===== src/verilog/pmdi_pkg.sv =====
// ****************************************************************
// timing and layout constants of the page mode controller
// ****************************************************************
package pmdi_pkg;

  // ****************************************************************
  // address layout: ten row bits above ten column bits
  // ****************************************************************
  localparam int ADDR_W = 20;
  localparam int HALF_W = 10;
  localparam int DATA_W = 16;
  localparam int LANE_W = 8;
  localparam int ROW_LSB = 10;
  localparam int COL_LSB = 0;
  localparam int LANE_LO = 0;
  localparam int LANE_HI = 1;

  // ****************************************************************
  // times in their own units, as printed
  // ****************************************************************
  localparam int CLK_PERIOD_NS = 50;
  localparam int TRAS_MIN_NS = 50;
  localparam int TRAS_MAX_NS = 10000;
  localparam int TRP_MIN_NS = 30;
  localparam int TCAS_MIN_NS = 8;
  localparam int TRAC_MAX_NS = 50;
  localparam int TCAC_MAX_NS = 13;
  localparam int TAA_MAX_NS = 25;
  localparam int REFRESH_PERIOD_US = 16000;
  localparam int REFRESH_ROWS = 1024;
  localparam int POWER_UP_US = 200;
  localparam int WAKE_CYCLES = 8;
  localparam int PAGE_MAX = 1024;

  // ****************************************************************
  // derived cycle counts: least times and the longest access delay round up, longest row and refresh times round down
  // ****************************************************************
  localparam int TRAS_CYC = (TRAS_MIN_NS + CLK_PERIOD_NS - 1) / CLK_PERIOD_NS;
  localparam int TRP_CYC = (TRP_MIN_NS + CLK_PERIOD_NS - 1) / CLK_PERIOD_NS;
  localparam int TCAS_CYC = (TCAS_MIN_NS + CLK_PERIOD_NS - 1) / CLK_PERIOD_NS;
  localparam int ACC_MAX_NS = (TRAC_MAX_NS > TAA_MAX_NS) ?
    ((TRAC_MAX_NS > TCAC_MAX_NS) ? TRAC_MAX_NS : TCAC_MAX_NS) :
    ((TAA_MAX_NS > TCAC_MAX_NS) ? TAA_MAX_NS : TCAC_MAX_NS);
  localparam int ACC_CYC = (ACC_MAX_NS + CLK_PERIOD_NS - 1) / CLK_PERIOD_NS;
  localparam int RAS_MAX_CYC = TRAS_MAX_NS / CLK_PERIOD_NS;
  localparam int REF_INT_CYC = (REFRESH_PERIOD_US * 1000 / REFRESH_ROWS) / CLK_PERIOD_NS;
  localparam int POWER_UP_CYC = (POWER_UP_US * 1000 + CLK_PERIOD_NS - 1) / CLK_PERIOD_NS;
  localparam int SYNC_CYC = 4;
  localparam int READ_CAP_CYC = ACC_CYC + SYNC_CYC;
  localparam int RAS_GUARD_CYC = READ_CAP_CYC + 4;
  localparam int REF_LATE_CYC = REF_INT_CYC + RAS_MAX_CYC + 16;

  // ****************************************************************
  // controller states, one-hot
  // ****************************************************************
  typedef enum logic [8:0] {
    ST_WAKE = 9'h001,
    ST_IDLE = 9'h002,
    ST_ROW = 9'h004,
    ST_COL = 9'h008,
    ST_CAS = 9'h010,
    ST_PAGE = 9'h020,
    ST_PRE = 9'h040,
    ST_RCAS = 9'h080,
    ST_RRAS = 9'h100
  } pmdi_state_type;

endpackage : pmdi_pkg


===== src/verilog/pmdi_pin_sync.sv =====
`timescale 1ns/100ps
// ****************************************************************
// three stage pin synchroniser with agreement filter
// ****************************************************************
module pmdi_pin_sync
  import pmdi_pkg::*;
#(
  parameter int WIDTH = 16
)
(
  input wire logic clock,
  input wire logic rst,
  input wire logic [WIDTH-1:0] pin_in,
  output logic [WIDTH-1:0] value_q
);

  logic [WIDTH-1:0] s1_q;
  logic [WIDTH-1:0] s2_q;
  logic [WIDTH-1:0] s3_q;
  logic [WIDTH-1:0] value_d;

  // per bit, a change counts once stages two and three agree
  genvar b;
  generate
    for (b = 0; b < WIDTH; b++)
    begin : g_bit
      assign value_d[b] = (s2_q[b] == s3_q[b]) ? s3_q[b] : value_q[b];
    end
  endgenerate

  // first stage is only read by the second
  always_ff @(posedge clock)
  begin
    if (rst)
    begin
      s1_q <= '0;
      s2_q <= '0;
      s3_q <= '0;
      value_q <= '0;
    end
    else
    begin
      s1_q <= pin_in;
      s2_q <= s1_q;
      s3_q <= s2_q;
      value_q <= value_d;
    end
  end

endmodule : pmdi_pin_sync


===== src/verilog/pmdi_controller.sv =====
`timescale 1ns/100ps
module pmdi_controller
  import pmdi_pkg::*;
#(
  parameter int POWER_UP_COUNT = POWER_UP_CYC
)
(
  input wire logic clock,
  input wire logic rst,
  input wire logic req_valid,
  input wire logic req_write,
  input wire logic [ADDR_W-1:0] req_addr,
  input wire logic [1:0] req_byte_en,
  input wire logic [DATA_W-1:0] req_wdata,
  output logic req_ready_q,
  output logic rsp_valid_q,
  output logic [DATA_W-1:0] rsp_rdata_q,
  output logic init_done_q,
  output logic row_strobe_n_q,
  output logic low_byte_col_strobe_n_q,
  output logic high_byte_col_strobe_n_q,
  output logic write_sel_n_q,
  output logic out_gate_n_q,
  output logic [HALF_W-1:0] mux_address_q,
  input wire logic [DATA_W-1:0] data_pins_in,
  output logic [DATA_W-1:0] data_pins_out_q,
  output logic [DATA_W-1:0] data_pins_oe_q
);

  // ****************************************************************
  // state and registers
  // ****************************************************************
  pmdi_state_type state_q, state_d;
  logic [11:0] timer_q, timer_d;
  logic [8:0] ras_cnt_q, ras_cnt_d;
  logic [3:0] pre_cnt_q;
  logic [10:0] page_cnt_q, page_cnt_d;
  logic [9:0] ref_gap_q, ref_gap_d;
  logic ref_pend_q, ref_pend_d;
  logic wake_need_q, wake_need_d;
  logic [3:0] wake_cnt_q, wake_cnt_d;
  logic op_pend_q, op_pend_d;
  logic op_we_q, op_we_d;
  logic [1:0] op_be_q, op_be_d;
  logic [ADDR_W-1:0] op_addr_q, op_addr_d;
  logic [DATA_W-1:0] op_wdata_q, op_wdata_d;
  logic [HALF_W-1:0] open_row_q, open_row_d;
  logic req_ready_d, rsp_valid_d, init_done_d;
  logic [DATA_W-1:0] rsp_rdata_d;
  logic row_strobe_n_d, low_n_d, high_n_d, write_sel_n_d, out_gate_n_d;
  logic [HALF_W-1:0] mux_address_d;
  logic [DATA_W-1:0] data_out_d, data_oe_d;
  logic [DATA_W-1:0] data_sync;

  // read data crosses in from the pins
  pmdi_pin_sync #(.WIDTH(DATA_W)) u_pmdi_pin_sync (
    .clock(clock),
    .rst(rst),
    .pin_in(data_pins_in),
    .value_q(data_sync)
  );

  // ****************************************************************
  // decode
  // ****************************************************************
  wire take = req_valid && req_ready_q;
  wire [HALF_W-1:0] req_row = req_addr[ROW_LSB +: HALF_W];
  wire [HALF_W-1:0] op_row = op_addr_q[ROW_LSB +: HALF_W];
  wire [HALF_W-1:0] op_col = op_addr_q[COL_LSB +: HALF_W];
  // one strobe mask per lane drives the enable of its eight pins
  wire [DATA_W-1:0] lane_mask = {{LANE_W{op_be_q[LANE_HI]}}, {LANE_W{op_be_q[LANE_LO]}}};
  wire page_room = (page_cnt_q < 11'(PAGE_MAX)) && (ras_cnt_q < 9'(RAS_MAX_CYC - RAS_GUARD_CYC));
  wire page_hit = (req_row == open_row_q) && page_room;
  wire tras_met = ras_cnt_q >= 9'(TRAS_CYC);
  wire trp_met = timer_q >= 12'(TRP_CYC);
  wire cas_done = timer_q >= (op_we_q ? 12'(TCAS_CYC) : 12'(READ_CAP_CYC));
  wire ref_due = ref_gap_q >= 10'(REF_INT_CYC);
  wire ref_late = ref_gap_q >= 10'(REF_LATE_CYC);
  wire last_wake = wake_cnt_q == 4'(WAKE_CYCLES - 1);
  wire busy_next = (state_d != ST_IDLE) && (state_d != ST_PAGE);

  // ****************************************************************
  // next state and pin values
  // ****************************************************************
  always_comb
  begin
    state_d = state_q;
    timer_d = (timer_q == 12'hFFF) ? timer_q : timer_q + 12'h001;
    ras_cnt_d = (ras_cnt_q == 9'h1FF) ? ras_cnt_q : ras_cnt_q + 9'h001;
    page_cnt_d = page_cnt_q;
    ref_gap_d = (ref_gap_q == 10'h3FF) ? ref_gap_q : ref_gap_q + 10'h001;
    // hardware sets, the refresh cycle clears; the clear wins in its own cycle by the guard below
    ref_pend_d = ref_pend_q;
    wake_need_d = wake_need_q;
    wake_cnt_d = wake_cnt_q;
    op_pend_d = op_pend_q;
    op_we_d = op_we_q;
    op_be_d = op_be_q;
    op_addr_d = op_addr_q;
    op_wdata_d = op_wdata_q;
    open_row_d = open_row_q;
    rsp_valid_d = 1'b0;
    rsp_rdata_d = rsp_rdata_q;
    init_done_d = init_done_q;
    row_strobe_n_d = row_strobe_n_q;
    low_n_d = low_byte_col_strobe_n_q;
    high_n_d = high_byte_col_strobe_n_q;
    write_sel_n_d = write_sel_n_q;
    out_gate_n_d = out_gate_n_q;
    mux_address_d = mux_address_q;
    data_out_d = data_pins_out_q;
    data_oe_d = data_pins_oe_q;
    unique case (state_q)
      ST_WAKE:
      begin
        // row strobe stays high while the supply settles
        if (timer_q >= 12'(POWER_UP_COUNT))
        begin
          state_d = ST_RCAS;
        end
      end
      ST_IDLE:
      begin
        if (wake_need_q || ref_pend_q)
        begin
          state_d = ST_RCAS;
        end
        else if (take)
        begin
          op_we_d = req_write;
          op_be_d = req_byte_en;
          op_addr_d = req_addr;
          op_wdata_d = req_wdata;
          mux_address_d = req_row; // row half first
          state_d = ST_ROW;
        end
      end
      ST_ROW:
      begin
        // row strobe falls on a stable row half; this also refreshes it
        row_strobe_n_d = 1'b0;
        ras_cnt_d = '0;
        page_cnt_d = '0;
        open_row_d = op_row;
        state_d = ST_COL;
      end
      ST_COL:
      begin
        // column half and early write data ahead of the strobes
        mux_address_d = op_col;
        write_sel_n_d = !op_we_q;
        data_out_d = op_wdata_q;
        data_oe_d = op_we_q ? lane_mask : '0; // undriven lane stays tristate
        timer_d = '0;
        state_d = ST_CAS;
      end
      ST_CAS:
      begin
        // per lane strobes; gate only for reads
        low_n_d = !op_be_q[LANE_LO];
        high_n_d = !op_be_q[LANE_HI];
        out_gate_n_d = op_we_q;
        if (cas_done)
        begin
          // read sampled after longest access delay plus sync
          if (!op_we_q)
          begin
            rsp_valid_d = 1'b1;
            rsp_rdata_d = data_sync & lane_mask;
          end
          low_n_d = 1'b1;
          high_n_d = 1'b1;
          out_gate_n_d = 1'b1;
          write_sel_n_d = 1'b1;
          data_oe_d = '0;
          page_cnt_d = page_cnt_q + 11'h001;
          state_d = ST_PAGE;
        end
      end
      ST_PAGE:
      begin
        // row stays open for further columns
        if (take)
        begin
          op_we_d = req_write;
          op_be_d = req_byte_en;
          op_addr_d = req_addr;
          op_wdata_d = req_wdata;
          op_pend_d = !page_hit;
          state_d = page_hit ? ST_COL : ST_PAGE;
        end
        // close only after least active time; a parked miss must close too
        if (tras_met && ((take && !page_hit) || (!take && (ref_pend_q || op_pend_q || !page_room))))
        begin
          row_strobe_n_d = 1'b1;
          timer_d = '0;
          state_d = ST_PRE;
        end
      end
      ST_PRE:
      begin
        // precharge before any new row strobe fall
        if (trp_met)
        begin
          if (wake_need_q || ref_pend_q)
          begin
            state_d = ST_RCAS;
          end
          else if (op_pend_q)
          begin
            mux_address_d = op_row;
            op_pend_d = 1'b0;
            state_d = ST_ROW;
          end
          else
          begin
            state_d = ST_IDLE;
          end
        end
      end
      ST_RCAS:
      begin
        // column strobes low first, no data driven
        low_n_d = 1'b0;
        high_n_d = 1'b0;
        data_oe_d = '0;
        state_d = ST_RRAS;
      end
      ST_RRAS:
      begin
        // counter refresh: row strobe falls with strobes low
        row_strobe_n_d = 1'b0;
        if (!row_strobe_n_q && tras_met)
        begin
          row_strobe_n_d = 1'b1;
          low_n_d = 1'b1;
          high_n_d = 1'b1;
          timer_d = '0;
          ref_gap_d = '0;
          ref_pend_d = 1'b0;
          if (wake_need_q)
          begin
            wake_cnt_d = wake_cnt_q + 4'h1;
            wake_need_d = !last_wake;
            init_done_d = init_done_q || last_wake;
          end
          state_d = ST_PRE;
        end
        else if (row_strobe_n_q)
        begin
          ras_cnt_d = '0;
        end
      end
      default:
      begin
        state_d = ST_IDLE;
      end
    endcase
    // late recovery set last so it wins; refresh request set last but skipped in the cycle that clears it
    if (ref_due && !(state_q == ST_RRAS && state_d == ST_PRE))
    begin
      ref_pend_d = 1'b1;
    end
    if (ref_late && init_done_q)
    begin
      wake_need_d = 1'b1;
      wake_cnt_d = '0;
    end
    req_ready_d = init_done_d && !busy_next && !ref_pend_d && !wake_need_d && !op_pend_d;
  end

  // ****************************************************************
  // registers
  // ****************************************************************
  always_ff @(posedge clock)
  begin
    if (rst)
    begin
      state_q <= ST_WAKE;
      timer_q <= '0;
      ras_cnt_q <= '0;
      page_cnt_q <= '0;
      ref_gap_q <= '0;
      ref_pend_q <= 1'b0;
      wake_need_q <= 1'b1;
      wake_cnt_q <= '0;
      op_pend_q <= 1'b0;
      op_we_q <= 1'b0;
      op_be_q <= '0;
      op_addr_q <= '0;
      op_wdata_q <= '0;
      open_row_q <= '0;
    end
    else
    begin
      state_q <= state_d;
      timer_q <= timer_d;
      ras_cnt_q <= ras_cnt_d;
      page_cnt_q <= page_cnt_d;
      ref_gap_q <= ref_gap_d;
      ref_pend_q <= ref_pend_d;
      wake_need_q <= wake_need_d;
      wake_cnt_q <= wake_cnt_d;
      op_pend_q <= op_pend_d;
      op_we_q <= op_we_d;
      op_be_q <= op_be_d;
      op_addr_q <= op_addr_d;
      op_wdata_q <= op_wdata_d;
      open_row_q <= open_row_d;
    end
  end

  // pins idle in standby: strobes high, bus undriven
  always_ff @(posedge clock)
  begin
    if (rst)
    begin
      req_ready_q <= 1'b0;
      rsp_valid_q <= 1'b0;
      rsp_rdata_q <= '0;
      init_done_q <= 1'b0;
      row_strobe_n_q <= 1'b1;
      low_byte_col_strobe_n_q <= 1'b1;
      high_byte_col_strobe_n_q <= 1'b1;
      write_sel_n_q <= 1'b1;
      out_gate_n_q <= 1'b1;
      mux_address_q <= '0;
      data_pins_out_q <= '0;
      data_pins_oe_q <= '0;
    end
    else
    begin
      req_ready_q <= req_ready_d;
      rsp_valid_q <= rsp_valid_d;
      rsp_rdata_q <= rsp_rdata_d;
      init_done_q <= init_done_d;
      row_strobe_n_q <= row_strobe_n_d;
      low_byte_col_strobe_n_q <= low_n_d;
      high_byte_col_strobe_n_q <= high_n_d;
      write_sel_n_q <= write_sel_n_d;
      out_gate_n_q <= out_gate_n_d;
      mux_address_q <= mux_address_d;
      data_pins_out_q <= data_out_d;
      data_pins_oe_q <= data_oe_d;
    end
  end

  // high time of row strobe, for the precharge check
  always_ff @(posedge clock)
  begin
    if (rst)
      pre_cnt_q <= '0;
    else if (!row_strobe_n_q)
      pre_cnt_q <= '0;
    else if (pre_cnt_q != 4'hF)
      pre_cnt_q <= pre_cnt_q + 4'h1;
  end

  // ****************************************************************
  // assertions
  // ****************************************************************
  wire any_cas_n = low_byte_col_strobe_n_q && high_byte_col_strobe_n_q;

  AST_ROW_STABLE: assert property (@(posedge clock) disable iff (rst)
    $fell(row_strobe_n_q) |-> $stable(mux_address_q))
    else $error("row half changed as row strobe fell");
  AST_CAS_IN_ROW: assert property (@(posedge clock) disable iff (rst)
    ($fell(any_cas_n) && state_q == ST_CAS) |-> !row_strobe_n_q)
    else $error("column strobe fell outside open row");
  AST_TRAS: assert property (@(posedge clock) disable iff (rst)
    $rose(row_strobe_n_q) |-> $past(ras_cnt_q) >= 9'(TRAS_CYC))
    else $error("row strobe released before least active time");
  AST_TRP: assert property (@(posedge clock) disable iff (rst)
    $fell(row_strobe_n_q) |-> $past(pre_cnt_q) >= 4'(TRP_CYC))
    else $error("row strobe fell before precharge elapsed");
  AST_WDATA_EARLY: assert property (@(posedge clock) disable iff (rst)
    ($fell(any_cas_n) && !write_sel_n_q) |-> $past(data_pins_oe_q) != '0)
    else $error("write data not driven before strobe fell");
  AST_LANE_DRIVE: assert property (@(posedge clock) disable iff (rst)
    (data_pins_oe_q != '0) |-> (data_pins_oe_q == lane_mask && op_we_q))
    else $error("undriven lane was driven");
  AST_READ_RSP: assert property (@(posedge clock) disable iff (rst)
    ($fell(any_cas_n) && write_sel_n_q && !out_gate_n_q) |-> ##(READ_CAP_CYC) rsp_valid_q)
    else $error("read answer not at access plus sync time");
  AST_REF_RATE: assert property (@(posedge clock) disable iff (rst)
    init_done_q |-> ref_gap_q <= 10'(REF_LATE_CYC))
    else $error("refresh interval overrun");
  AST_COUNTER_REF_ORDER: assert property (@(posedge clock) disable iff (rst)
    ($fell(row_strobe_n_q) && state_q == ST_RRAS) |-> !$past(any_cas_n) && data_pins_oe_q == '0)
    else $error("counter refresh without strobe low first");
  AST_POWER_UP: assert property (@(posedge clock) disable iff (rst)
    (state_q == ST_WAKE) |-> row_strobe_n_q && !req_ready_q)
    else $error("row strobe moved during power-up wait");

  COV_READ: cover property (@(posedge clock) disable iff (rst) rsp_valid_q);
  COV_WRITE: cover property (@(posedge clock) disable iff (rst) $fell(any_cas_n) && !write_sel_n_q);
  COV_PAGE_HIT: cover property (@(posedge clock) disable iff (rst) state_q == ST_PAGE && take && page_hit);
  COV_REFRESH: cover property (@(posedge clock) disable iff (rst) state_q == ST_RRAS && init_done_q);

endmodule : pmdi_controller


===== config.mk =====
export PLATFORM = sky130hd
export DESIGN_NAME = pmdi_controller
export DESIGN_NICKNAME = d
export VERILOG_FILES = /design/src/verilog/pmdi_pkg.sv /design/src/verilog/pmdi_pin_sync.sv /design/src/verilog/pmdi_controller.sv
export SDC_FILE = /design/constraint.sdc
export NUM_CORES = 1
export LEC_CHECK = 0
export BUFFER_PORTS_ARGS = -buffer_cell sky130_fd_sc_hd__buf_2
export CAP_MARGIN = 20
export CORE_UTILIZATION = 60
export CTS_CLUSTER_SIZE = 28
export DETAILED_ROUTE_END_ITERATION = 12
export GPL_ROUTABILITY_DRIVEN = 0
export PLACE_DENSITY = 0.83
export SYNTH_ARGS = -nofsm -noshare
export SYNTH_HDL_FRONTEND = slang
export SYNTH_SLANG_ARGS = --single-unit

===== constraint.sdc =====
create_clock -name clock -period 5.09 [get_ports clock]
set_input_delay 0 -clock clock [delete_from_list [all_inputs] [get_ports clock]]
set_output_delay 0 -clock clock [all_outputs]
set_load 0.005 [all_outputs]

# [Word level (Yosys, flattened, before mapping)]
# Index checks and enable logic that the tools add are counted.
[totals] register_bits=237 latch_bits=0 ramBits=0 romBits=0 input_bits=58 output_inout_bits=66 memories=0
[op_classes] add_sub_neg=5 multipliers=0 div=0 magnitude_cmp=8 eq_ne=41 n_shift=0 muxes=73 n_bitwise=4 reduce_logical=51
[op_table] cell="9-bit two-way mux" count=11
[op_table] cell="9-bit case mux with 9 select lines" count=1
[op_table] cell="10-bit two-way mux" count=8
[op_table] cell="16-bit two-way mux" count=4
[op_table] cell="16-bit case mux with 3 select lines" count=1
[op_table] cell="20-bit two-way mux" count=2
[op_table] cell="20-bit case mux with 2 select lines" count=1
[op_table] cell="12-bit two-way mux" count=3
[op_table] cell="12-bit case mux with 3 select lines" count=1
[op_table] cell="16-bit case mux with 2 select lines" count=1
[op_table] cell="10-bit case mux with 3 select lines" count=1
[op_table] cell="1-bit two-way mux" count=23
[op_table] cell="11-bit case mux with 2 select lines" count=1
[op_table] cell="9-bit by 7-bit == test with 1-bit output (second input constant)" count=2
[op_table] cell="9-bit == test (second input constant)" count=2
[op_table] cell="9-bit case mux with 2 select lines" count=1
[op_table] cell="16-bit bitwise AND" count=1
[op_table] cell="1-bit == test" count=16
[op_table] cell="2-bit inequality test (second input constant)" count=8
[op_table] cell="1-bit logical AND" count=15
[op_table] cell="1-bit logical NOT" count=13
[op_table] cell="12-bit by 1-bit adder with 12-bit output (second input constant)" count=1
[op_table] cell="12-bit == test (second input constant)" count=1
[op_table] cell="12-bit by 1-bit greater-or-equal comparator with 1-bit output (second input constant)" count=1
[op_table] cell="40 further kinds" count=63

# [Depth between registers and ports, before layout]
# Gate-level depths: netlist (run 1).
[depth] ltp_word=18 depth_mapped=10 depth_no_buf=8

# [By module]
# A second synthesis (run 1) with hierarchy kept.
[hier_totals] cells_unflattened=1016 area_unflattened_um2=9034.9
[by_module_without_submodules] mod="pmdi_controller" instances=1 cells_per_inst=849 area_per_inst_um2=6984.2 seq_area_each_um2=3183.1
[by_module_without_submodules] mod="pmdi_pin_sync" instances=1 cells_per_inst=167 area_per_inst_um2=2050.7 seq_area_each_um2=1281.2

# [Least setup slack after synthesis (run 1)]
# OpenSTA, ideal clock, no wires.
[synth_path] kind="register -> register" start="register timer_q[1]" end="register mux_address_q[1]" setup_ps=143 arrival_time_ps=1881 t_required_ps=4947 path_slack_ps=3066 path_stages_with_launch=10 n_path_buf=1 synth_period_minus_slack_ps=2024 path_cell_list="dfxtp_1 inv_1 ha_1 or4b_1 nor4_2 o32a_1 o21ai_1 buf_2 nor2_1 a211oi_2"
[synth_via] elab_chain_len=3
[synth_rtl] element="start, declared" line_no="pmdi_controller.sv:34" source="logic [11:0] timer_q, timer_d;"
[synth_rtl] element="start signal, assigned" line_no="pmdi_controller.sv:297" source="timer_q <= timer_d;"
[synth_rtl] element="12-bit by 1-bit greater-or-equal comparator with 1-bit output" line_no="pmdi_controller.sv:75" source="wire trp_met = timer_q >= 12'(TRP_CYC);"
[synth_rtl] element="2-bit inequality test (no line)"
[synth_rtl] element="6-bit AND reduction (no line)"
[synth_rtl] element="end signal, assigned" line_no="pmdi_controller.sv:342" source="mux_address_q <= mux_address_d;"
[synth_rtl] element="end, declared" line_no="pmdi_controller.sv:24" source="output logic [HALF_W-1:0] mux_address_q,"
# Every way passes these cells.
# A chain may end at the register's enable or synchronous reset.

# [Final worst setup path (run 1)]
[layout_path] start="register state_q[4]" end="register mux_address_q[5]"
[layout_via] elab_chain_len=3 word_cells_on_any_way=11 classes_between="eq/ne: 8; mux: 1; reduce/logical: 2"
[layout_rtl] element="start, declared" line_no="pmdi_controller.sv:33" source="pmdi_state_type state_q, state_d;"
[layout_rtl] element="start signal, assigned" line_no="pmdi_controller.sv:296" source="state_q <= state_d;"
[layout_rtl] element="9-bit by 7-bit == test with 1-bit output, or another cell as far along" line_no="pmdi_controller.sv:113" source="unique case (state_q)"
[layout_rtl] element="2-bit inequality test (no line) or 3-bit nonzero test (tied branches)"
[layout_rtl] element="6-bit AND reduction (no line)"
# Parallel ways exist; a longest one is shown, timed or not.

==> reports/qor.yml, run 1 <==
grt_pass1_vias: 7617
synth-edff-count: 0
synth_flop_cell: "dfxtp_1"
n_antenna_cell: 0
setup_violations: 0
powerDensity_mw_per_mm2: 330.8
pre_cts_ws_ns: 1.849
path_class: "reg2reg"
h-tree-depth: 1
die_w_um: 123.5
grt_setup_unrepaired: "false"
drive_gt1_frac: 0.1583
floorplan.initialDensity: 0.6116
vias: 7952
rrSetupSlack_ns: 1.64
fin_util: 0.7406
maxCapViolations: 0
dieArea_sq_mm: 0.01525
dp.cells: 1266
holdBufCountCts: 61
layout.cells.non_filler: 1365
grt_pass1_wl_um: 36140
drtAntennaViolNets: 0
hold_violations: 0
cts_tree: "yes"
area_growth_syn_to_layout_pct: 21.08
tightest_slew_ns: 1.031
timing.final.crit_share: 0.6781
clockRootBuffer: "clkbuf_16"
postSynthCellCount: 1024
grt_usage: 0.3005
clk-insertion-delay-late_ns: 0.51
cp_cell_sequence: "nor3_1, nand4b_1, o21ai_2, nor2_1, a211oi_2"
reg2reg_from: "state_q[4]$_SDFF_PP0_"
syn_area_sq_mm: 0.008856
ys_seq_area_frac: 0.5041
hold-path-endpoint: "state_q[2]$_SDFF_PP0_"
first_pass_iters: 6
p_comb_frac: 0.048
gr-total-overflow: 0
fin_total_pwr_uw: 3547
core_sq_mm: 0.01448
finalMaxSlewViolations: 0
hp-start: "req_valid"
p_leak_uw: 0.004150
p_seq_frac: 0.505
io_buffers: 123
path_clk_slew_ns: 0.06
cts_buffers: 23
drt_iter0_markers: 648
maxSlewHeadroom: 0.3091
clock-sinks: 223
reg2regPathDepth: 5
cp-start-kind: "flop"
max_stage_delay_ns: 0.99
r2r-end: "mux_address_q[5]$_SDFFE_PP0P_"
syn_area_per_cell_sq_um: 8.648
io_pins: 124
cts_buffer_depth: 3
finClkSkew_ns: 0.01333
power_switching_uw: 778.4
pwr-share-clk: 0.447
min_period_ns: 3.451
via_per_inst: 5.826
synth_cell_type_count: 60
cp.arrival_ns: 3.87
drt_wl_total_um: 22990
fin_tns_setup_ns: 0
end_kind: "flop"
ys_ff_latch: 223
crit_family: "simple AND/OR/NAND/NOR gates"
yosys_warnings: 0
nets: 1236
async_reset_ff_frac: 0
hp-class: "in2reg"
outcome: "finished clean"
postCtsSetupBuffers: 0
crit_path_top_delay_cell: "nand4b_1"
setup_ws_ns: 1.639
dp_hpwl_um: 12700
dieHeight_um: 123.5
grt_max_degree: 91
path_buf_inv: 0
vdd_ir_drop_max_mv: 0.2958
synth_fp_nets: 1092
timing.fmax_mhz: 289.7
postCtsResizedCells: 0
rows: 44
critPathMaxFanout: 20
drc_errors: 0
p_int_uw: 2768
wire_per_inst_um: 16.84
antenna_found_initial: 0
required_ns: 5.51
min_path_cells: 4
switching_share: 0.2195
==> layout by cell type (no fill, tap or decap), types with 7 or more instances in the layout <==
cell and instances:
a211oi_2 10, a21oi_1 131, a22o_1 10, and3_1 7, buf_2 122, buf_4 7
clkbuf_16 23, dfxtp_1 223, dlygate4sd3_1 61, ha_1 10, inv_1 12, nand2_1 178
nand3_1 36, nand4_1 12, nor2_1 84, nor2b_1 52, nor3_1 10, o21ai_0 42
xnor2_1 16, xor2_1 23
==> flip-flops by register name (all words and copies together), names as in the netlist, 10 cells and up <==
register / count
page_cnt_q: 11
open_row_q: 10
data_pins_out_q: 16
rsp_rdata_q: 16
u_pmdi_pin_sync.value_q: 16
ref_gap_q: 10
u_pmdi_pin_sync.s2_q: 16
u_pmdi_pin_sync.s3_q: 16
timer_q: 12
op_addr_q: 20
u_pmdi_pin_sync.s1_q: 16
op_wdata_q: 16
mux_address_q: 10
==> cell usage after synthesis (all sizes together), types with 15 or more instances <==
cell	number	area, sq um
nor2b	52	325.3
a21oi	131	655.6
buf	33	207.7
clkbuf	38	142.6
o21ai	44	220.2
nand2	178	668.1
nand3	36	180.2
a211oi	15	162.7
nor2	87	339.1
xor2	23	201.4
xnor2	16	140.1
dfxtp	223	4464
==> per-stage QoR <==
step / cell area (sq um) / hold slack (ns)
floorplan: 8856 / 0.1282
global placement: 9407 / 0.2060
detailed placement: 9407 / 0.2129
CTS: 10720 / 0.07977
global route: 10720 / 0.1388
finish: 10720 / 0.1085
==> worst min-delay path, stage by stage <==
cell and delay, ns:
buf_2 0.12, nand2_1 0.17, o32a_1 0.21, nor3_1 0.06
==> kinds of logic (layout without fill, tap and decap cells) <==
kind of cell,Yosys count,after routing,synth area share
AOI/OAI and AO/OA,231,231,0.1557
xor gates and xnor gates,39,39,0.03857
adders and majority gates,10,10,0.01413
buffers and inverters,84,241,0.04507
DFF,223,223,0.5041
muxes,6,6,0.006782
and+or+nand+nor,431,431,0.2357
==> how the worst max path moves through the flow <==
stage	from	endpoint	cells after the start
floorplan	timer_q[1]$_SDFF_PP0_	mux_address_q[1]$_SDFFE_PP0P_	9
detailed placement	state_q[4]$_SDFF_PP0_	mux_address_q[5]$_SDFFE_PP0P_	5
global route	state_q[4]$_SDFF_PP0_	mux_address_q[7]$_SDFFE_PP0P_	5
global placement	state_q[4]$_SDFF_PP0_	mux_address_q[7]$_SDFFE_PP0P_	5
finish	state_q[4]$_SDFF_PP0_	mux_address_q[5]$_SDFFE_PP0P_	5
CTS	state_q[4]$_SDFF_PP0_	mux_address_q[5]$_SDFFE_PP0P_	5
==> area by class of cell <==
type / count / area [sq um]
flip-flops and latches: 223 / 4464
multi-input cells: 717 / 4000
fillers: 1007 / 3756
repair buffers: 190 / 1274
clock buffers: 34 / 676.9
well taps: 184 / 230.2
inverters: 13 / 48.80
clock inverters: 4 / 28.78
==> per-layer routing <==
layer,global-route usage,vias up,share of wire
li1,-,3772,-
met1,0.3758,3730,0.40
met2,0.4997,359,0.49
met3,0.05258,91,0.065
met4,0.1476,0,0.039
met5,0,-,0
==> power by group through the flow <==
stage / clock network (uW) / logic, uW / registers, uW
6_report: 1590 / 171 / 1790
5_1_grt: 1660 / 187 / 1790
4_1_cts: 1590 / 164 / 1790
3_5_place_dp: 0 / 130 / 1830
3_3_place_gp: 0 / 127 / 1830
2_1_floorplan: 0 / 89.6 / 1820
Power figures use the tool's default switching activity.
==> inputs of run 2 (changes only) <==
- ABC_AREA: unset -> 1
- CORE_UTILIZATION: 60 -> 52
- PLACE_DENSITY: 0.83 -> 0.76
- clock period: 5.09 -> 3.1 ns (I/O delays scaled with it)
==> run 2 against run 1 <==
Compared with the run above: global-route usage decreased by 6.7 points; worst hold slack improved by 0.065 ns; routed wire length shrank 6.4%; clock skew about the same; register-to-register slack worse by 0.97 ns; critical path depth is 3 higher; critical path type unchanged; largest cell class unchanged.
==> reports/qor.yml, run 2 <==
outcome: "finished clean"
dp_hpwl_um: 14260  # +12%
cp.arrival_ns: 2.79  # -1.08 ns
hp-class: "in2reg"
yosys_warnings: 0  # unchanged
tightest_slew_ns: 1.068  # +0.03717 ns
yosys-top-cells-count: "dfxtp_1, inv_1, nor2_1"
vdd_ir_drop_max_mv: 0.4291  # +45%
vias: 8429  # +6.0%
area_growth_syn_to_layout_pct: 21.94
grt_pass1_vias: 7625  # +0.11%
timing.final.crit_share: 0.7830  # +0.1049
ys_ff_latch: 223  # unchanged
finalMaxSlewViolations: 0  # unchanged
p_leak_uw: 0.005131  # +24%
largest_reg_flops: 20  # unchanged
synth_flop_cell: "dfxtp_1"
finalInstanceArea_sq_mm: 0.01141  # +6.4%
syn_area_sq_mm: 0.009354  # +5.6%
grt_util_met1: 0.3079  # -0.06788
h-tree-depth: 1  # unchanged
fin_total_pwr_uw: 6247  # +76%
yosysTopAreaCell: "dfxtp_1"
drt_iter0_markers: 546  # -16%
crit_path_top_delay_cell: "o211ai_1"
die_w_um: 136.1  # +10%
antenna_found_initial: 0  # unchanged
drtAntennaViolNets: 0  # unchanged
n_antenna_cell: 0  # unchanged
synth_cell_type_count: 49  # -18%
min_path_cells: 8  # +4
postSynthCellCount: 1241  # +21%
cts_tree: "yes"
syn_area_per_cell_sq_um: 7.537  # -13%
maxSlewHeadroom: 0.2848  # -0.02427
rows: 48  # +9.1%
clock-sinks: 223  # unchanged
grt_usage: 0.2339  # -0.06657
synth-edff-count: 0  # unchanged
cp-start-kind: "flop"
fin_util: 0.6549  # -0.08570
critPathMaxFanout: 20  # unchanged
path_class: "reg2reg"
grt_max_degree: 79  # -13%
synth_most_common_cell: "dfxtp_1"
via_per_inst: 5.143  # -12%
ys_seq_area_frac: 0.4773  # -0.02684
required_ns: 3.46  # -2.05 ns
p_seq_frac: 0.470  # -0.035
postCtsSetupBuffers: 0  # unchanged
async_reset_ff_frac: 0  # unchanged
dpl_cell_area_sq_mm: 0.01002  # +6.6%
maxCapViolations: 0  # unchanged
grt_pass1_wl_um: 35540  # -1.7%
first_pass_iters: 5  # -1
switching_share: 0.2207  # +0.001233
clockRootBuffer: "clkbuf_16"
postCtsResizedCells: 0  # unchanged
nets: 1466  # +19%
io_pins: 124  # unchanged
io_buffers: 123  # unchanged
synth_fp_nets: 1309  # +20%
multi_input_area_sq_mm: 0.003737  # -6.6%
layout.cells.non_filler: 1639  # +20%
timing.fmax_mhz: 412.0  # +42%
core_sq_mm: 0.01742  # +20%
met2_usage: 0.3813  # -0.1184
cts_buffer_depth: 3  # unchanged
power_switching_uw: 1379  # +77%
finClkSkew_ns: 0.01327  # -0.00005390 ns
met3_usage: 0.03952  # -0.01306
holdBufCountCts: 56  # -8.2%
drc_errors: 0  # unchanged
wire_per_inst_um: 13.14  # -22%
gr-total-overflow: 0  # unchanged
min_period_ns: 2.427  # -1.024 ns
floorplan.initialDensity: 0.5371  # -0.07458
cts_buffers: 23  # unchanged
path_clk_slew_ns: 0.06  # about the same
synth.area.top_cells: "dfxtp_1, inv_1, nor2_1"
hold_violations: 0  # unchanged
grt_setup_unrepaired: "false"
pwr-share-clk: 0.474  # +0.027
dieArea_sq_mm: 0.01853  # +22%
dieHeight_um: 136.1  # +10%
reg2regPathDepth: 8  # +3
p_int_uw: 4868  # +76%
max_stage_delay_ns: 0.43  # -0.56 ns
largest_register: "op_addr_q"
layout_commonest_cell: "dfxtp_1"
drive_gt1_frac: 0.1436  # -0.01478
clk-insertion-delay-late_ns: 0.52  # about the same
grt_busiest_layer: "met2"
end_kind: "flop"
drt_wl_total_um: 21530  # -6.4%
fin_tns_setup_ns: 0  # unchanged
layout_common_cells: "dfxtp_1, inv_1, nor2_1"
num-fill-cells: 1432  # +42%
powerDensity_mw_per_mm2: 547.7  # +66%
p_comb_frac: 0.056  # +0.008
setup_violations: 0  # unchanged
dp.cells: 1542  # +22%
cp_cell_sequence: "nor2_2, nand2_1, nor3_4, inv_1, nand3_1, o211ai_1, o21ai_0, a21oi_1"
seqCellArea_sq_mm: 0.004464  # unchanged
synth_top_area_frac: 0.4773  # -0.02684
[run 2: changes by cell type after synthesis, moves of 12 or more]
cell      delta
nand3_1     +25
nand2_1     -42
inv_1      +210
nor2b_1     -52
xor2_1      -13
clkbuf_1    -20
a21oi_1     -23
nor2_1      +85
a211oi_1    +17
o21ai_0     +56
o31ai_1     +12
[run 2: final cells by class]
type	count	share of cell area
sequential	223	0.3914
multi-input combinational	733	0.3277
timing repair buffer	187	0.1084
inverter	230	0.07580
clock buffer	24	0.05167
tap	225	0.02468
clock inverter	17	0.02040
[run 2: metal layers]
layer	share of wire	vias up
met5	0	-
met4	0.033	0
met3	0.057	50
met2	0.46	257
met1	0.45	3821
li1	-	4301
[run 2: critical path, delay by kind of cell, from the launching register on]
kind	cells	cell delay, ns
buffers and inverters	1	0.34
AO/OA/AOI/OAI	3	0.83
flip-flops	1	0.34
AND/OR/NAND/NOR	4	0.77
[run 2: final timing paths]
path | startpoint | to | slack (ns)
worst max register to register | state_q[5]$_SDFF_PP0_ | mux_address_q[2]$_SDFFE_PP0P_ | 0.67
worst max-delay path | state_q[5]$_SDFF_PP0_ | mux_address_q[2]$_SDFFE_PP0P_ | 0.67
worst min register to register | u_pmdi_pin_sync.s1_q[9]$_SDFF_PP0_ | u_pmdi_pin_sync.s2_q[9]$_SDFF_PP0_ | 0.40
worst min-delay path | req_valid | state_q[6]$_SDFF_PP0_ | 0.17
[run 2: cells by family (layout without fill, tap and decap cells)]
logic type / after synthesis / count (layout) / share of synthesized area
simple gates: 437 / 437 / 0.2067
buf+inv: 285 / 458 / 0.1239
compound gates: 269 / 269 / 0.1628
flops: 223 / 223 / 0.4773
xor+xnor: 16 / 16 / 0.01498
fa+ha+maj: 10 / 10 / 0.01338
mux: 1 / 1 / 0.001070
[run 2: power groups by stage]
stage                     Combinational, uW  Clock (uW)  Sequential [uW]
after floorplan                         205           0             2990
after global placement                  290           0             2990
after detailed placement                292           0             3000
after CTS                               347        3000             2930
after global routing                    394        3130             2940
final                                   353        2960             2930
[run 2: stage by stage]
stage	setup WS, ns	hold WS [ns]
after floorplan	1.312	0.1070
after global placement	0.8218	0.1989
after detailed placement	0.7664	0.2070
after CTS	0.7513	0.1590
after global routing	0.4779	0.2246
final	0.6727	0.1739
==> inputs of run 3 (changes only) <==
- CORE_UTILIZATION: 52 -> 57
- PLACE_DENSITY: 0.76 -> 0.79
- clock period: 3.1 -> 2.3 ns (I/O delays scaled with it)
==> run 3 against run 2 <==
Compared with the run above: non-clock buffer count increased by 8; combinational power is 36% higher; highest routed layer unchanged; flip-flop and latch count unchanged; first-iteration DRC count up 3.1%.
==> reports/qor.yml, run 3 (synthesis gave the netlist of run 2 again) <==
outcome: "finished clean"
die_w_um: 130.1  # -4.4%
largest_reg_flops: 20  # unchanged
maxCapViolations: 0  # unchanged
grt_pass1_vias: 7861  # +3.1%
largest_register: "op_addr_q"
powerDensity_mw_per_mm2: 731.6  # +34%
cp-start-kind: "flop"
maxSlewHeadroom: 0.4680  # +0.1833
rows: 46  # -4.2%
io_buffers: 123  # unchanged
setup_violations: 0  # unchanged
cp.arrival_ns: 2.49  # -0.30 ns
p_leak_uw: 0.005168  # +0.71%
fin_tns_setup_ns: 0  # unchanged
clockRootBuffer: "clkbuf_16"
dp_hpwl_um: 14300  # +0.29%
hold_violations: 0  # unchanged
finalMaxSlewViolations: 0  # unchanged
fin_util: 0.7193  # +0.06439
num-fill-cells: 1240  # -13%
switching_share: 0.2199  # -0.0007680
min_period_ns: 2.048  # -0.3791 ns
grt_max_degree: 79  # unchanged
postCtsSetupBuffers: 0  # unchanged
drtAntennaViolNets: 0  # unchanged
via_per_inst: 5.118  # -0.47%
n_antenna_cell: 0  # unchanged
nets: 1475  # +0.61%
grt_setup_unrepaired: "false"
reg2regPathDepth: 8  # unchanged
hp-class: "in2reg"
grt_util_met1: 0.3352  # +0.02736
p_comb_frac: 0.057  # about the same
p_seq_frac: 0.471  # about the same
drt_wl_total_um: 22320  # +3.7%
met3_usage: 0.04756  # +0.008038
power_switching_uw: 1845  # +34%
met2_usage: 0.4606  # +0.07930
cts_buffer_depth: 3  # unchanged
grt_busiest_layer: "met2"
grt_usage: 0.2661  # +0.03217
drive_gt1_frac: 0.1476  # +0.004011
antenna_found_initial: 0  # unchanged
timing.final.crit_share: 0.8905  # +0.1075
clk-insertion-delay-late_ns: 0.52  # about the same
end_kind: "flop"
layout_commonest_cell: "dfxtp_1"
gr-total-overflow: 0  # unchanged
r2r-end: "op_wdata_q[10]$_SDFFE_PP0P_"
first_pass_iters: 5  # unchanged
p_int_uw: 6545  # +34%
critPathMaxFanout: 78  # +290%
path_clk_slew_ns: 0.06  # about the same
io_pins: 124  # unchanged
crit_start: "state_q[8]$_SDFF_PP0_"
area_growth_syn_to_layout_pct: 22.59
dieArea_sq_mm: 0.01693  # -8.6%
critPathCapture: "op_wdata_q[10]$_SDFFE_PP0P_"
timing.fmax_mhz: 488.2  # +19%
h-tree-depth: 1  # unchanged
dieHeight_um: 130.1  # -4.4%
layout_common_cells: "dfxtp_1, inv_1, nor2_1"
wire_per_inst_um: 13.62  # +3.7%
required_ns: 2.74  # -0.72 ns
grt_pass1_wl_um: 36250  # +2.0%
finClkSkew_ns: 0.01430  # +0.001031 ns
cts_tree: "yes"
vdd_ir_drop_max_mv: 0.5745  # +34%
clock-sinks: 223  # unchanged
vias: 8389  # -0.47%
path_class: "reg2reg"
pwr-share-clk: 0.471  # -0.003
core_sq_mm: 0.01594  # -8.5%
tightest_slew_ns: 0.7979  # -0.2702 ns
drc_errors: 0  # unchanged
floorplan.initialDensity: 0.5867  # +0.04965
reg2reg_from: "state_q[8]$_SDFF_PP0_"
drt_iter0_markers: 563  # +3.1%
cts_buffers: 24  # +4.3%
rrSetupSlack_ns: 0.25  # -0.42 ns
-- run 3: changes by cell type in the layout (fill, tap and decap cells not counted), moves of 2 or more --
cell,previous run,this run
buf_4,8,15
bufinv_16,5,3
clkbuf_1,0,3
clkbuf_8,1,5
clkinv_2,9,4
-- run 3: power by group through the flow --
stage	combinational (uW)	sequential [uW]	clock (uW)
2_1_floorplan	276	4030	0
5_1_grt	540	3960	4170
3_5_place_dp	394	4040	0
3_3_place_gp	387	4040	0
6_report	481	3950	3950
4_1_cts	470	3950	4010
-- run 3: per-layer routing --
metal | vias to the layer above | part of all wire
li1 | 4319 | -
met1 | 3759 | 0.44
met2 | 269 | 0.48
met3 | 42 | 0.060
met4 | 0 | 0.026
met5 | - | 0
-- run 3: timing repair --
| item | 4_1_cts | 5_1_grt |
|---|---|---|
| hold buffers | 56 | 0 |
| resized for setup | 0 | 1 |
| endpoints found under the hold margin | 62 | 0 |
| setup endpoints to repair | 0 | 12 |
-- run 3: worst max-delay path: stages (launching register included) --
cell and delay, ns:
dfxtp_1 0.40, inv_2 0.16, nand2_1 0.09, nor4_1 0.34
nand2_1 0.15, a21oi_4 0.17, buf_12 0.28, o21ai_0 0.20
a21oi_1 0.17
-- run 3: area by class of cell --
class / count / area, sq um / area share
sequential: 223 / 4464 / 0.3893
inverter: 230 / 864.6 / 0.07540
multi-input combinational: 733 / 3734 / 0.3256
clock buffer: 32 / 680.7 / 0.05936
timing repair buffer: 195 / 1309 / 0.1141
clock inverter: 10 / 145.1 / 0.01266
tap: 216 / 270.3 / 0.02357
-- run 3: how the worst min path moves through the flow --
stage                      from                             endpoint  slack (ns)  cells past startpoint
3_5_place_dp    data_pins_in[6]   u_pmdi_pin_sync.s1_q[6]$_SDFF_PP0_        0.21                      3
3_3_place_gp   data_pins_in[11]  u_pmdi_pin_sync.s1_q[11]$_SDFF_PP0_        0.20                      3
2_1_floorplan   data_pins_in[0]   u_pmdi_pin_sync.s1_q[0]$_SDFF_PP0_        0.11                      2
6_report              req_valid                state_q[2]$_SDFF_PP0_        0.11                      5
4_1_cts               req_valid                state_q[2]$_SDFF_PP0_        0.09                      5
5_1_grt               req_valid                state_q[2]$_SDFF_PP0_        0.15                      5
-- run 3: per-stage QoR --
stage / cells / cell area, sq um / total power, uW / setup slack [ns] / hold slack [ns]
after floorplan: 1241 / 9354 / 4307 / 0.5120 / 0.1070
after CTS: 1639 / 11460 / 8436 / 0.1407 / 0.09121
after global placement: 1541 / 10080 / 4423 / 0.2605 / 0.1979
final: 1639 / 11470 / 8390 / 0.2518 / 0.1057
after global routing: 1639 / 11470 / 8664 / 0.06802 / 0.1477
after detailed placement: 1541 / 10080 / 4433 / 0.1529 / 0.2056
